===== src/rtl/slm_pkg.sv =====
/*
  Shared constants for the lane mux power manager: bus register map, field
  positions, reset values, pin level codes, setting codes and timing counts.
  Assumes a single 40 MHz clock domain.
*/
package slm_pkg;

  // Clock rate
  localparam int unsigned CLK_MHZ = 40;

  // Timing figures in their own units, then in cycles
  localparam int unsigned IDLE_ENTRY_NS = 6;    // U0 input stop to output idle, nominal
  localparam int unsigned EXIT_U23_US   = 1;    // Terminations found to forwarding, from U2/U3
  localparam int unsigned EXIT_DISC_US  = 2;    // Same, from disconnect
  localparam int unsigned IDLE_ENTRY_CYC = ((IDLE_ENTRY_NS * CLK_MHZ) / 1000 > 0) ?
                                           (IDLE_ENTRY_NS * CLK_MHZ) / 1000 : 1;
  localparam int unsigned EXIT_U23_CYC  = EXIT_U23_US * CLK_MHZ;
  localparam int unsigned EXIT_DISC_CYC = EXIT_DISC_US * CLK_MHZ;

  // Counter width shared by all timers
  localparam int unsigned TMR_W = 16;

  // Register byte offsets
  localparam logic [7:0] REG_DET_PERIOD = 8'h00;
  localparam logic [7:0] REG_IDLE_TMO   = 8'h04;
  localparam logic [7:0] REG_STATUS     = 8'h08;
  localparam logic [7:0] REG_CFG        = 8'h0C;

  // Register reset values
  localparam logic [15:0] DET_PERIOD_RST = 16'h0FA0;  // 4000 cycles, 100 us
  localparam logic [15:0] IDLE_TMO_RST   = 16'h0FA0;

  // Status field positions
  localparam int unsigned ST_STATE_LSB  = 0;    // Two bits of power state
  localparam int unsigned ST_TERM_AP    = 2;
  localparam int unsigned ST_TERM_CONN  = 3;
  localparam int unsigned ST_SEL        = 4;
  localparam int unsigned ST_LFPS_AP    = 5;
  localparam int unsigned ST_LFPS_CONN  = 6;
  localparam int unsigned ST_RX_TERM    = 7;
  localparam int unsigned ST_DET_BUSY   = 8;

  // Setting readback positions, five bits each {deemph, swing, gain}
  localparam int unsigned CFG_HOST_LSB  = 0;
  localparam int unsigned CFG_CONN_LSB  = 8;

  // Three-level pin codes
  localparam logic [1:0] LVL_LOW   = 2'h0;
  localparam logic [1:0] LVL_FLOAT = 2'h1;
  localparam logic [1:0] LVL_HIGH  = 2'h2;

  // Setting codes
  localparam logic [1:0] EMPH_0DB   = 2'h0;
  localparam logic [1:0] EMPH_3P5DB = 2'h1;
  localparam logic [1:0] EMPH_6DB   = 2'h2;
  localparam logic [1:0] EMPH_P35DB = 2'h3;     // Printed .35 dB entry
  localparam logic [1:0] GAIN_9DB   = 2'h3;

  // Power states
  typedef enum logic [1:0] {PWR_DISC, PWR_EXIT, PWR_U0, PWR_U23} slm_pwr_e;

endpackage : slm_pkg


===== src/rtl/slm_timer.sv =====
/*
  Loadable down counter. A load puts the value in the counter; done pulses
  in the cycle the count reaches one, so done comes value cycles after load.
  Assumes a synchronous load and an active low asynchronous reset.
*/
`timescale 1ns/1ps
module slm_timer #(
  parameter int unsigned W = 16
) (
  // Clock and reset
  input  wire logic         clk,
  input  wire logic         rst_n,
  // Control
  input  wire logic         load,
  input  wire logic [W-1:0] value,
  // Status
  output      logic         busy,
  output      logic         done
);
  logic [W-1:0] cnt_ff;
  logic [W-1:0] nxt_cnt;

  // Count selection
  assign nxt_cnt = load ? value : ((cnt_ff != '0) ? cnt_ff - W'(1) : '0);
  assign busy    = (cnt_ff != '0);
  assign done    = (cnt_ff == W'(1));

  // Counter
  always_ff @(posedge clk or negedge rst_n) begin
    if (!rst_n) begin
      cnt_ff <= '0;
    end else begin
      cnt_ff <= nxt_cnt;
    end
  end

endmodule : slm_timer


===== src/rtl/slm_cfg_decode.sv =====
/*
  Decodes two three-level strap pins into de-emphasis, swing and gain codes
  for one channel. Assumes the pins are sensed as level codes; the unused
  code is read as floating.
*/
`timescale 1ns/1ps
module slm_cfg_decode #(
  parameter bit CONN_SIDE = 1'b0
) (
  // Sensed pin levels
  input  wire logic [1:0] pin_a,
  input  wire logic [1:0] pin_b,
  // Decoded settings
  output      logic [1:0] deemph,
  output      logic       swing,
  output      logic [1:0] gain
);
  // Entries {deemph, swing 1=1.1V, gain}, index a*3+b with L,F,H = 0,1,2
  localparam logic [4:0] HOST_TBL [9] = '{5'h0D, 5'h09, 5'h05, 5'h01, 5'h0C, 5'h18, 5'h04, 5'h00, 5'h16};
  localparam logic [4:0] CONN_TBL [9] = '{5'h14, 5'h0C, 5'h08, 5'h10, 5'h0E, 5'h0A, 5'h16, 5'h12, 5'h17};

  logic [1:0] a_lvl;
  logic [1:0] b_lvl;
  logic [3:0] idx;
  logic [4:0] entry;

  // Three-level reading, unused code taken as floating  R4
  assign a_lvl = (pin_a == slm_pkg::LVL_HIGH) ? 2'h2 : ((pin_a == slm_pkg::LVL_LOW) ? 2'h0 : 2'h1);
  assign b_lvl = (pin_b == slm_pkg::LVL_HIGH) ? 2'h2 : ((pin_b == slm_pkg::LVL_LOW) ? 2'h0 : 2'h1);
  assign idx   = 4'({a_lvl, 1'b0}) + 4'(a_lvl) + 4'(b_lvl);

  // Table lookup  R5 R6
  assign entry  = CONN_SIDE ? CONN_TBL[idx] : HOST_TBL[idx];
  assign deemph = entry[4:3];
  assign swing  = entry[2];
  assign gain   = entry[1:0];

endmodule : slm_cfg_decode


===== src/rtl/slm_lane_mux_pm.sv =====
/*
  Control logic of a two channel re-driver with a 2:1 lane mux: routing by
  orientation select, strap-pin signal conditioning, automatic de-emphasis
  off during periodic low-frequency signaling, and the power state machine.
  Assumes the analog front end reports receiver detection, low-frequency
  signaling and traffic as levels synchronous to CLK, and a Wishbone master.
*/
`timescale 1ns/1ps

// Function
// Select high routes port 1, grounds 2
// Select low routes port 2, grounds 1
// Unselected receive pair weakly terminated
// Strap pins read as three levels
// Host-side straps pick host settings
// Connector-side straps pick connector settings
// Signaling seen disables opposite de-emphasis
// Repeat receiver detection after power-up
// Enable receive termination once detected
// Active, low-power and disconnect modes
// Disconnect periodically detects both terminations
// Leave disconnect only with both terminations
// Stay in U0 while traffic arrives
// Periodic detection continues in U2/U3
// Output idles shortly after input stops
// Forwarding delay 1 us or 2 us
// Long idle enters U2/U3, activity wakes
// Lost termination returns to disconnect
module slm_lane_mux_pm (
  // Clock and reset
  input  wire logic        CLK,
  input  wire logic        RSTN,
  // Wishbone slave
  input  wire logic        WB_CYC_I,
  input  wire logic        WB_STB_I,
  input  wire logic        WB_WE_I,
  input  wire logic [7:0]  WB_ADR_I,
  input  wire logic [3:0]  WB_SEL_I,
  input  wire logic [31:0] WB_DAT_I,
  output      logic [31:0] WB_DAT_O,
  output      logic        WB_ACK_O,
  // Orientation and strap pins
  input  wire logic        ORIENT_SEL,
  input  wire logic [1:0]  HOST_SIDE_CFG_PIN_A,
  input  wire logic [1:0]  HOST_SIDE_CFG_PIN_B,
  input  wire logic [1:0]  CONN_SIDE_CFG_PIN_A,
  input  wire logic [1:0]  CONN_SIDE_CFG_PIN_B,
  // Analog front end status
  input  wire logic        RXDET_DONE,
  input  wire logic        FAR_TERM_AP,
  input  wire logic        FAR_TERM_CONN,
  input  wire logic        LFPS_SEEN_AP,
  input  wire logic        LFPS_SEEN_CONN,
  input  wire logic        TRAFFIC_AP,
  input  wire logic        TRAFFIC_CONN,
  // Receiver detection and termination
  output      logic        RXDET_START,
  output      logic        RX_TERM_EN,
  // Lane mux
  output      logic        CONN1_LINK_EN,
  output      logic        CONN2_LINK_EN,
  output      logic        CONN1_GROUND_EN,
  output      logic        CONN2_GROUND_EN,
  output      logic        CONN1_RX_WEAK_TERM,
  output      logic        CONN2_RX_WEAK_TERM,
  // Drivers and signal conditioning
  output      logic        AP_TX_DRIVE_EN,
  output      logic        CONN_TX_DRIVE_EN,
  output      logic [1:0]  AP_TX_DEEMPH_LEVEL,
  output      logic        AP_TX_SWING_LEVEL,
  output      logic [1:0]  AP_RX_GAIN_SETTING,
  output      logic [1:0]  CONN_TX_DEEMPH_LEVEL,
  output      logic        CONN_TX_SWING_LEVEL,
  output      logic [1:0]  CONN_RX_GAIN_SETTING,
  output      logic [1:0]  POWER_STATE
);
  localparam int unsigned TW = slm_pkg::TMR_W;

  slm_pkg::slm_pwr_e state_ff;
  slm_pkg::slm_pwr_e nxt_state;
  logic [15:0]       det_period_ff;
  logic [15:0]       idle_tmo_ff;
  logic              ack_ff;
  logic [31:0]       dat_ff;
  logic              det_busy_ff;
  logic              wake_ff;
  logic              term_ap_ff;
  logic              term_conn_ff;
  logic [1:0]        host_emph;
  logic              host_sw;
  logic [1:0]        host_gain;
  logic [1:0]        conn_emph;
  logic              conn_sw;
  logic [1:0]        conn_gain;
  logic              det_tick;
  logic              det_tmr_busy;
  logic              exit_done;
  logic              idle_done;
  logic              hold_ap_busy;
  logic              hold_conn_busy;

  // Strap decoding per channel  R5 R6
  slm_cfg_decode #(.CONN_SIDE(1'b0)) u_host_cfg (
    .pin_a  (HOST_SIDE_CFG_PIN_A),
    .pin_b  (HOST_SIDE_CFG_PIN_B),
    .deemph (host_emph),
    .swing  (host_sw),
    .gain   (host_gain)
  );
  slm_cfg_decode #(.CONN_SIDE(1'b1)) u_conn_cfg (
    .pin_a  (CONN_SIDE_CFG_PIN_A),
    .pin_b  (CONN_SIDE_CFG_PIN_B),
    .deemph (conn_emph),
    .swing  (conn_sw),
    .gain   (conn_gain)
  );

  // Bus decode
  wire        wb_hit     = WB_CYC_I & WB_STB_I & ~ack_ff;
  wire        wb_wr      = wb_hit & WB_WE_I;
  wire        sel_period = (WB_ADR_I == slm_pkg::REG_DET_PERIOD);
  wire        sel_tmo    = (WB_ADR_I == slm_pkg::REG_IDLE_TMO);
  wire        sel_status = (WB_ADR_I == slm_pkg::REG_STATUS);
  wire        sel_cfg    = (WB_ADR_I == slm_pkg::REG_CFG);
  wire [31:0] status_word;
  wire [31:0] cfg_word;
  wire [31:0] rd_data;
  wire [15:0] nxt_period;
  wire [15:0] nxt_tmo;

  assign status_word = 32'({det_busy_ff, RX_TERM_EN, LFPS_SEEN_CONN, LFPS_SEEN_AP, ORIENT_SEL,
                            term_conn_ff, term_ap_ff, state_ff}) << slm_pkg::ST_STATE_LSB;
  assign cfg_word    = (32'({host_emph, host_sw, host_gain}) << slm_pkg::CFG_HOST_LSB) |
                       (32'({conn_emph, conn_sw, conn_gain}) << slm_pkg::CFG_CONN_LSB);
  assign rd_data     = sel_period ? 32'(det_period_ff) :
                       sel_tmo    ? 32'(idle_tmo_ff)   :
                       sel_status ? status_word        :
                       sel_cfg    ? cfg_word           : 32'h0000_0000;
  assign nxt_period  = {WB_SEL_I[1] ? WB_DAT_I[15:8] : det_period_ff[15:8],
                        WB_SEL_I[0] ? WB_DAT_I[7:0]  : det_period_ff[7:0]};
  assign nxt_tmo     = {WB_SEL_I[1] ? WB_DAT_I[15:8] : idle_tmo_ff[15:8],
                        WB_SEL_I[0] ? WB_DAT_I[7:0]  : idle_tmo_ff[7:0]};

  // Bus slave: ack one cycle after the request, unmapped reads zero
  always_ff @(posedge CLK or negedge RSTN) begin
    if (!RSTN) begin
      ack_ff        <= 1'b0;
      dat_ff        <= 32'h0000_0000;
      det_period_ff <= slm_pkg::DET_PERIOD_RST;
      idle_tmo_ff   <= slm_pkg::IDLE_TMO_RST;
    end else begin
      ack_ff        <= wb_hit;
      dat_ff        <= (wb_hit && !WB_WE_I) ? rd_data : 32'h0000_0000;
      det_period_ff <= (wb_wr && sel_period) ? nxt_period : det_period_ff;
      idle_tmo_ff   <= (wb_wr && sel_tmo) ? nxt_tmo : idle_tmo_ff;
    end
  end

  // Detection events
  wire both_term   = FAR_TERM_AP & FAR_TERM_CONN;
  wire det_result  = det_busy_ff & RXDET_DONE;
  wire det_idle_st = (state_ff == slm_pkg::PWR_DISC) || (state_ff == slm_pkg::PWR_U23);
  wire wake_req    = (state_ff == slm_pkg::PWR_U23) & (wake_ff | LFPS_SEEN_AP | LFPS_SEEN_CONN);
  wire det_launch  = det_idle_st & ~det_busy_ff & (det_tick | wake_req);
  wire traffic_any = TRAFFIC_AP | TRAFFIC_CONN;

  // Periodic detection tick, reloaded whenever it runs out
  slm_timer #(.W(TW)) u_det_tmr (
    .clk   (CLK),
    .rst_n (RSTN),
    .load  (~det_tmr_busy),
    .value (det_period_ff),
    .busy  (det_tmr_busy),
    .done  (det_tick)
  );

  // Power state machine  R10
  always_comb begin
    nxt_state = state_ff;
    case (state_ff)
      slm_pkg::PWR_DISC: begin
        if (det_result && both_term) begin
          nxt_state = slm_pkg::PWR_EXIT;
        end
      end
      slm_pkg::PWR_U23: begin
        if (det_result && !both_term) begin
          nxt_state = slm_pkg::PWR_DISC;
        end else if (det_result && wake_ff) begin
          nxt_state = slm_pkg::PWR_EXIT;
        end
      end
      slm_pkg::PWR_EXIT: begin
        if (exit_done) begin
          nxt_state = slm_pkg::PWR_U0;
        end
      end
      slm_pkg::PWR_U0: begin
        if (idle_done && !traffic_any) begin
          nxt_state = slm_pkg::PWR_U23;
        end
      end
      default: begin
        nxt_state = slm_pkg::PWR_DISC;
      end
    endcase
  end

  // Forwarding delay after terminations found
  wire            exit_load = (state_ff != slm_pkg::PWR_EXIT) && (nxt_state == slm_pkg::PWR_EXIT);
  wire [TW-1:0]   exit_val  = (state_ff == slm_pkg::PWR_DISC) ? TW'(slm_pkg::EXIT_DISC_CYC)
                                                              : TW'(slm_pkg::EXIT_U23_CYC);
  slm_timer #(.W(TW)) u_exit_tmr (
    .clk   (CLK),
    .rst_n (RSTN),
    .load  (exit_load),
    .value (exit_val),
    .busy  (),
    .done  (exit_done)
  );

  // Idle timeout, restarted by any traffic or outside U0
  slm_timer #(.W(TW)) u_idle_tmr (
    .clk   (CLK),
    .rst_n (RSTN),
    .load  (traffic_any || (state_ff != slm_pkg::PWR_U0)),
    .value (idle_tmo_ff),
    .busy  (),
    .done  (idle_done)
  );

  // Electrical idle entry holds, one per direction
  slm_timer #(.W(TW)) u_hold_ap (
    .clk   (CLK),
    .rst_n (RSTN),
    .load  (TRAFFIC_CONN),
    .value (TW'(slm_pkg::IDLE_ENTRY_CYC - 1)),
    .busy  (hold_ap_busy),
    .done  ()
  );
  slm_timer #(.W(TW)) u_hold_conn (
    .clk   (CLK),
    .rst_n (RSTN),
    .load  (TRAFFIC_AP),
    .value (TW'(slm_pkg::IDLE_ENTRY_CYC - 1)),
    .busy  (hold_conn_busy),
    .done  ()
  );

  // Next output values
  wire       in_u0          = (state_ff == slm_pkg::PWR_U0);
  wire       nxt_ap_drive   = in_u0 & (TRAFFIC_CONN | hold_ap_busy);
  wire       nxt_conn_drive = in_u0 & (TRAFFIC_AP | hold_conn_busy);
  wire [1:0] nxt_ap_emph    = LFPS_SEEN_CONN ? slm_pkg::EMPH_0DB : host_emph;
  wire [1:0] nxt_conn_emph  = LFPS_SEEN_AP ? slm_pkg::EMPH_0DB : conn_emph;
  wire       nxt_rx_term    = (nxt_state != slm_pkg::PWR_DISC);
  wire       nxt_busy       = (det_busy_ff & ~RXDET_DONE) | det_launch;
  wire       nxt_wake       = (state_ff == slm_pkg::PWR_U23) & (nxt_state == slm_pkg::PWR_U23) & wake_req;

  // State, detection and wake tracking
  always_ff @(posedge CLK or negedge RSTN) begin
    if (!RSTN) begin
      state_ff     <= slm_pkg::PWR_DISC;
      det_busy_ff  <= 1'b0;
      wake_ff      <= 1'b0;
      term_ap_ff   <= 1'b0;
      term_conn_ff <= 1'b0;
    end else begin
      state_ff     <= nxt_state;
      det_busy_ff  <= nxt_busy;
      wake_ff      <= nxt_wake;
      term_ap_ff   <= det_result ? FAR_TERM_AP : term_ap_ff;
      term_conn_ff <= det_result ? FAR_TERM_CONN : term_conn_ff;
    end
  end

  // Registered outputs
  always_ff @(posedge CLK or negedge RSTN) begin
    if (!RSTN) begin
      RXDET_START          <= 1'b0;
      RX_TERM_EN           <= 1'b0;
      CONN1_LINK_EN        <= 1'b0;
      CONN2_LINK_EN        <= 1'b0;
      CONN1_GROUND_EN      <= 1'b1;
      CONN2_GROUND_EN      <= 1'b1;
      CONN1_RX_WEAK_TERM   <= 1'b1;
      CONN2_RX_WEAK_TERM   <= 1'b1;
      AP_TX_DRIVE_EN       <= 1'b0;
      CONN_TX_DRIVE_EN     <= 1'b0;
      AP_TX_DEEMPH_LEVEL   <= slm_pkg::EMPH_0DB;
      AP_TX_SWING_LEVEL    <= 1'b0;
      AP_RX_GAIN_SETTING   <= 2'h0;
      CONN_TX_DEEMPH_LEVEL <= slm_pkg::EMPH_0DB;
      CONN_TX_SWING_LEVEL  <= 1'b0;
      CONN_RX_GAIN_SETTING <= 2'h0;
      POWER_STATE          <= 2'h0;
    end else begin
      RXDET_START          <= det_launch;
      RX_TERM_EN           <= nxt_rx_term;
      CONN1_LINK_EN        <= ORIENT_SEL;
      CONN2_LINK_EN        <= ~ORIENT_SEL;
      CONN1_GROUND_EN      <= ~ORIENT_SEL;
      CONN2_GROUND_EN      <= ORIENT_SEL;
      CONN1_RX_WEAK_TERM   <= ~ORIENT_SEL;
      CONN2_RX_WEAK_TERM   <= ORIENT_SEL;
      AP_TX_DRIVE_EN       <= nxt_ap_drive;
      CONN_TX_DRIVE_EN     <= nxt_conn_drive;
      AP_TX_DEEMPH_LEVEL   <= nxt_ap_emph;
      AP_TX_SWING_LEVEL    <= host_sw;
      AP_RX_GAIN_SETTING   <= host_gain;
      CONN_TX_DEEMPH_LEVEL <= nxt_conn_emph;
      CONN_TX_SWING_LEVEL  <= conn_sw;
      CONN_RX_GAIN_SETTING <= conn_gain;
      POWER_STATE          <= nxt_state;
    end
  end

  assign WB_ACK_O = ack_ff;
  assign WB_DAT_O = dat_ff;

  // Checks
  localparam int A_DISC_DLY = 80;
  localparam int A_U23_DLY  = 40;
  logic chk_live_ff;

  // Checks wait one edge past reset release, when outputs first leave reset values
  always_ff @(posedge CLK or negedge RSTN) begin
    if (!RSTN) begin
      chk_live_ff <= 1'b0;
    end else begin
      chk_live_ff <= 1'b1;
    end
  end
endmodule : slm_lane_mux_pm


===== config.mk =====
export PLATFORM = sky130hd
export DESIGN_NAME = slm_lane_mux_pm
export DESIGN_NICKNAME = d
export VERILOG_FILES = /design/src/rtl/slm_pkg.sv /design/src/rtl/slm_timer.sv /design/src/rtl/slm_cfg_decode.sv /design/src/rtl/slm_lane_mux_pm.sv
export SDC_FILE = /design/constraint.sdc
export NUM_CORES = 1
export LEC_CHECK = 0
export BUFFER_PORTS_ARGS = -buffer_cell sky130_fd_sc_hd__buf_2
export CELL_PAD_IN_SITES_DETAIL_PLACEMENT = 0
export CELL_PAD_IN_SITES_GLOBAL_PLACEMENT = 1
export CORE_MARGIN = 2
export CORE_UTILIZATION = 48
export CTS_CLUSTER_SIZE = 14
export DETAILED_ROUTE_END_ITERATION = 7
export HOLD_SLACK_MARGIN = 0.02
export PLACE_DENSITY = 0.89
export SYNTH_ARGS = -nofsm -noshare
export SYNTH_HDL_FRONTEND = slang
export SYNTH_SLANG_ARGS = --single-unit
export TNS_END_PERCENT = 50

===== constraint.sdc =====
create_clock -name CLK -period 6.94 [get_ports CLK]
set_input_delay 0.694 -clock CLK [delete_from_list [all_inputs] [get_ports CLK]]
set_output_delay 0.694 -clock CLK [all_outputs]
set_load 0.05 [all_outputs]

## After elaboration in Yosys (flattened, before gate mapping)

Memory sizes are Yosys's and may differ from the RTL's.
Cells that the tools add are included.

| storage, ports and cells | value |
|---|---|
| flip-flop bits (word level) | 153 |
| latch bits | 0 |
| bits in writable memories | 0 |
| ROM bits | 160 |
| bits of input ports | 65 |
| word-level logic and storage cells | 151 |
| memories | 2 |

| operators by class | value |
|---|---|
| $add $sub $neg | 9 |
| $mul | 0 |
| divide/modulo/power cells | 0 |
| $lt $le $gt $ge | 2 |
| equal/unequal tests | 17 |
| shifts and indexed selects | 0 |
| multiplexer cells | 35 |
| bitwise gates (word level) | 27 |
| reductions and logical operators | 29 |

Memory list:

| name | depth | width | read ports | clocked after memory_dff | write ports | line | source |
|---|---|---|---|---|---|---|---|
| (no name shown) | 16 | 5 | 1 | 0 | 0 | slm_cfg_decode.sv:33 | `assign entry = CONN_SIDE ? CONN_TBL[idx] : HOST_TBL[idx];` |
| (no name shown) | 16 | 5 | 1 | 0 | 0 | slm_cfg_decode.sv:33 |  |

Operators with widths:

| operator | number |
|---|---|
| 2-to-1 mux 16 bit | 12 |
| nonzero test 16 bit | 5 |
| subtractor 16 x 1 -> 16 bit (second input constant) | 5 |
| == test 16 x 1 -> 1 bit (second input constant) | 3 |
| 2-to-1 mux 13 bit | 2 |
| 2-to-1 mux 2 bit | 11 |
| 2-to-1 mux 5 bit | 4 |
| == test 8 x 4 -> 1 bit (second input constant) | 2 |
| == test 2 bit (second input constant) | 7 |
| AND 1 bit | 13 |
| bitwise OR 5 x 13 -> 13 bit | 1 |
| greater-or-equal comparator 5 bit (second input constant) | 2 |
| logical NOT 2 bit | 5 |
| NOT 4 -> 5 bit | 2 |
| adder 3 x 2 -> 4 bit | 2 |
| adder 4 x 2 -> 4 bit | 2 |
| == test 8 x 3 -> 1 bit (second input constant) | 1 |
| logical AND 1 bit | 8 |
| logical NOT 8 bit | 1 |
| one-hot mux 2 bit (4 select lines) | 1 |
| AND reduction 2 bit | 4 |
| 2-to-1 mux 7 bit | 1 |
| bitwise OR 1 bit | 7 |
| == test 2 x 1 -> 1 bit (second input constant) | 2 |
| other kinds (7) | 16 |

## Depth between registers and ports, before layout

| depth | value |
|---|---|
| word-level depth | 15 |
| gate-level depth with buffers | 10 |

## Hierarchy

From an unflattened synthesis, not the netlist that was laid out.

| unflattened totals | value |
|---|---|
| cell total of the unflattened synthesis | 798 |
| area, all modules | 8,298.0 µm² |

By module, submodules not included:

| module | times used | cells an instance | area each (µm²) |
|---|---|---|---|
| slm_lane_mux_pm | 1 | 249 | 3,211.8 |
| slm_timer at u_hold_ap ... | 3 | 104 | 940.9 |
| slm_timer at u_det_tmr ... | 2 | 100 | 994.7 |
| slm_cfg_decode at u_conn_cfg | 1 | 22 | 161.4 |
| slm_cfg_decode at u_host_cfg | 1 | 15 | 112.6 |

## Worst setup path after synthesis

Ideal clock, no wire load.

| timing | value |
|---|---|
| path type | register -> register |
| from | register, netlist name POWER_STATE[0] |
| to | register u_exit_tmr.cnt_ff[10] |
| library setup time | 0.119 ns |
| arrival | 2.571 ns |
| data required time | 6.821 ns |
| setup slack | 4.250 ns |
| cell stages (with the launch flop) | 11 |
| clock period less this slack | 2.690 ns |
| path through | dfrtp_1 inv_1 ha_1 or3b_1 buf_6 a211oi_2 a41oi_1 o21bai_1 o31ai_4 buf_6 nor2_1 |

RTL lines:

| element | line | source |
|---|---|---|
| to (signal assigned) | slm_timer.sv:33 | `cnt_ff <= nxt_cnt;` |
| to (decl) | slm_timer.sv:20 | `logic [W-1:0] cnt_ff;` |

==> reports/metrics.csv <==
metric,value,unit
maximum vdd drop,0.0001826,V
Avg Synthesized Cell Area,10.51,um2
min-delay worst type,in2async,
Critical Path Start Type,flip-flop,
DP Worst Slack,3.662,ns
hold_buf cts,0,
largest net degree at the start of global routing,81,
ant diodes,0,
area of the multi-input gates,0.003307,mm2
required time worst endpoint,7.20,ns
total CTS buffers,17,
RSZ-0062 raised after global routing,false,
sequential element share of the synthesized area,51.69,%
initial antenna violation count,0,
Overall Global Routing Usage,20.82,%
WP buf/inv,1,
drt first pass iters,5,
Final Setup Violations,0,
Post-Route M1 WL,7202,um
crit-path max FO,18,
endpoint class of the critical path,flip-flop,
dominant cell type by area after synthesis,dfrtp_1,
Switch Pwr,0.7449,mW
Core Footprint,0.01520,mm2
post-CTS sizing,0,
CP arrival,3.55,ns
ANT nets after route,0,
worst setup margin,3.648,ns
initial core utilization,48.95,%
Worst slew margin,24.29,%
Final Hold Fails,0,
FF+latch area,0.003846,mm2
I/O pin cnt,120,
CP cell instances,inv_1 -> ha_1 -> or3b_1 -> a211oi_2 -> a41oi_1 -> o21bai_1 -> o31ai_4 -> o32ai_1,
measured slew at the worst slew-check pin,1.131,ns
clk_skew,0.01008,ns
Sw Ratio,29.71,%
die area,0.01651,mm2
clock latency on the worst-skew pair,0.42,ns
Site Rows,45,
setup TNS,0,ns
synth warn,0,
#FFs+latches synth,153,
DRC viols,0,
vias in the first global route,5425,
grt ovf,0,
Mapped Area,0.007441,mm2
Max Buffers Root-to-Sink,2,
Comb power frac,19.3,%
status,"finished, final reports clean",
Slowest Stage Delay on Critical Path,0.68,ns
drt via density,5.395,
die extent in x,128.5,um
Max Freq,303.8,MHz
Vias,5330,
Leak,4.286,nW
Internal,1.763,mW
"Clk pin slew, worst setup/hold paths",0.06,ns
ranking of synthesized cells by area,"dfrtp_1 (47%), xnor2_1 (5.9%), mux2_2 (5.1%), nor2_1 (5.0%), dfstp_2 (4.9%)",
Worst path slowest cell,or3b_1,
met2 wire len,7711,um
Pwr Density,294.3,mW/mm2
Yosys top cell area share,46.75,%
H-Tree Level Count,4,
clock power share,36.6,%
Final Critical Period,3.292,ns
Root Buffer,clkbuf_16,
"CP delay by family, top",compound AO/OA/AOI/OAI gates,
first-pass GRT wire length,26870,um
fillers,1284,
clock sinks,153,
chip height,128.5,um
TritonCTS clock tree,done,
"FFs w/ async S/R, synth",100.0,%
CP Class,reg2reg,
Final nets,875,
ratio of cells with drive above 1 in the final layout,22.88,%
Max Slew Vio Count,0,
period utilisation layout,47.43,%
Max-Cap Viols,0,
Post-CTS Setup Bufs,0,
global placer's final weighted congestion,0.8681,
Post-synth EDFFs,0,
Port Buffers,85,
Iter 0 DRT Violations,431,
sequential power share,44.1,%
average wire per cell in the routed design,16.40,um
P&R area growth vs syn,14.51,%
final wirelength,16200,um
Synth cell types,59,
max layer used,met4,
met3 routed WL,964,um
Cells after Synth,708,
Synth Flop Type,dfrtp_1,
DP Wirelength,11560,um
## layout make-up
cell class	count	area share, %
Multi-Input combinational cell	502	38.81
Inverter	27	1.189
Sequential cell	153	45.14
Clock inverter	10	1.380
Clock buffer	22	5.565
Tap cell	188	2.761
Timing Repair Buffer	86	5.154
## power by group through the flow
stage / clock [mW] / combinational [mW] / sequential (mW)
2_1_floorplan: 0 / 0.332 / 1.14
3_3_place_gp: 0 / 0.462 / 1.11
3_5_place_dp: 0 / 0.480 / 1.12
4_1_cts: 0.933 / 0.485 / 1.11
5_1_grt: 0.978 / 0.542 / 1.12
6_report: 0.917 / 0.484 / 1.11
## layer usage
metal / vias to the layer above / track usage [%]
met5: - / 0
met4: 0 / 7.928
met3: 26 / 4.865
met2: 162 / 33.04
met1: 2607 / 28.04
li1: 2535 / -
## cell usage in the layout, fill, tap and decap left out, types with 5 or more instances in the layout
master | synthesis | final
a22oi_1 | 5 | 5
dfstp_2 | 14 | 14
and2_1 | 7 | 7
nor2b_1 | 10 | 10
nor2_1 | 100 | 100
xnor2_1 | 50 | 50
mux2_2 | 34 | 34
nand3_1 | 11 | 11
or3_1 | 9 | 9
xor2_1 | 18 | 18
dfrtp_1 | 139 | 139
o21ai_0 | 24 | 24
conb_1 | 1 | 16
nand2b_1 | 7 | 7
clkbuf_16 | 0 | 17
nand2_1 | 51 | 51
nor3_1 | 27 | 27
buf_2 | 1 | 84
a21oi_1 | 29 | 29
inv_1 | 27 | 27
and3_1 | 5 | 5
ha_1 | 23 | 23
nor4_1 | 12 | 12
## metrics by stage
stage               instance area (um2)  total power [mW]  utilization [%]  hold WS, ns  cells
floorplan                          7497             1.474                -       0.3984    723
global placement                   7929             1.573            52.16       0.4614    956
detailed placement                 7929             1.600            52.16       0.4703    956
CTS                                8521             2.524            56.05       0.3123    988
global route                       8521             2.641            56.05       0.3357    988
finish                             8521             2.508            56.05       0.2831    988
## cells by family after synthesis
family | Yosys count | share of synthesized area, %
flops | 153 | 51.69
buf+inv | 68 | 4.624
compound gates | 93 | 8.155
simple gates | 264 | 17.25
fa+ha+maj | 23 | 3.868
xor+xnor | 68 | 8.004
mux | 38 | 6.356
other cells | 1 | 0.05040
## state kept, by name (all words and copies together) (netlist names), 2 cells and up
name	flops
u_det_tmr.cnt_ff	16
u_hold_ap.cnt_ff	16
det_period_ff	16
idle_tmo_ff	16
u_idle_tmr.cnt_ff	16
u_hold_conn.cnt_ff	16
u_exit_tmr.cnt_ff	16
POWER_STATE	2
CONN_TX_DEEMPH_LEVEL	2
AP_TX_DEEMPH_LEVEL	2
WB_DAT_O	16
AP_RX_GAIN_SETTING	2
CONN_RX_GAIN_SETTING	2
## path summary, 6_finish.rpt
kind	startpoint	to	slack, ns	cells after the start
max	POWER_STATE[0]$_DFF_PN0_	u_exit_tmr.cnt_ff[5]$_DFF_PN0_	3.65	8
min	RSTN	u_hold_ap.cnt_ff[5]$_DFF_PN0_	0.28	1
max reg2reg	POWER_STATE[0]$_DFF_PN0_	u_exit_tmr.cnt_ff[5]$_DFF_PN0_	3.65	8
min reg2reg	u_hold_ap.cnt_ff[0]$_DFF_PN0_	u_hold_ap.cnt_ff[0]$_DFF_PN0_	0.48	1
max in group asynchronous	RSTN	u_hold_ap.cnt_ff[14]$_DFF_PN0_	5.19	2
min in group CLK	ORIENT_SEL	CONN2_RX_WEAK_TERM$_DFF_PN1_	0.41	1
## worst reg2reg max path: cells and delay by family, from the launching register on
family	cells	cell delay [ns]
AOI/OAI and AO/OA	5	1.53
and+or+nand+nor	1	0.68
DFF	1	0.46
adders and majority gates	1	0.33
buffers and inverters	1	0.13
## cells in the mapped netlist (7+ instances only)
master / number
clkbuf_1: 17
and2_1: 7
nor4_1: 12
ha_1: 23
nor2b_1: 10
o21ai_0: 24
buf_4: 19
or3_1: 9
dfstp_2: 14
nand3_1: 11
nand2b_1: 7
nor2_1: 100
xnor2_1: 50
mux2_2: 34
a21oi_1: 29
dfrtp_1: 139
inv_1: 27
nand2_1: 51
xor2_1: 18
nor3_1: 27
Note: power is estimated with default switching activity, not from simulation.
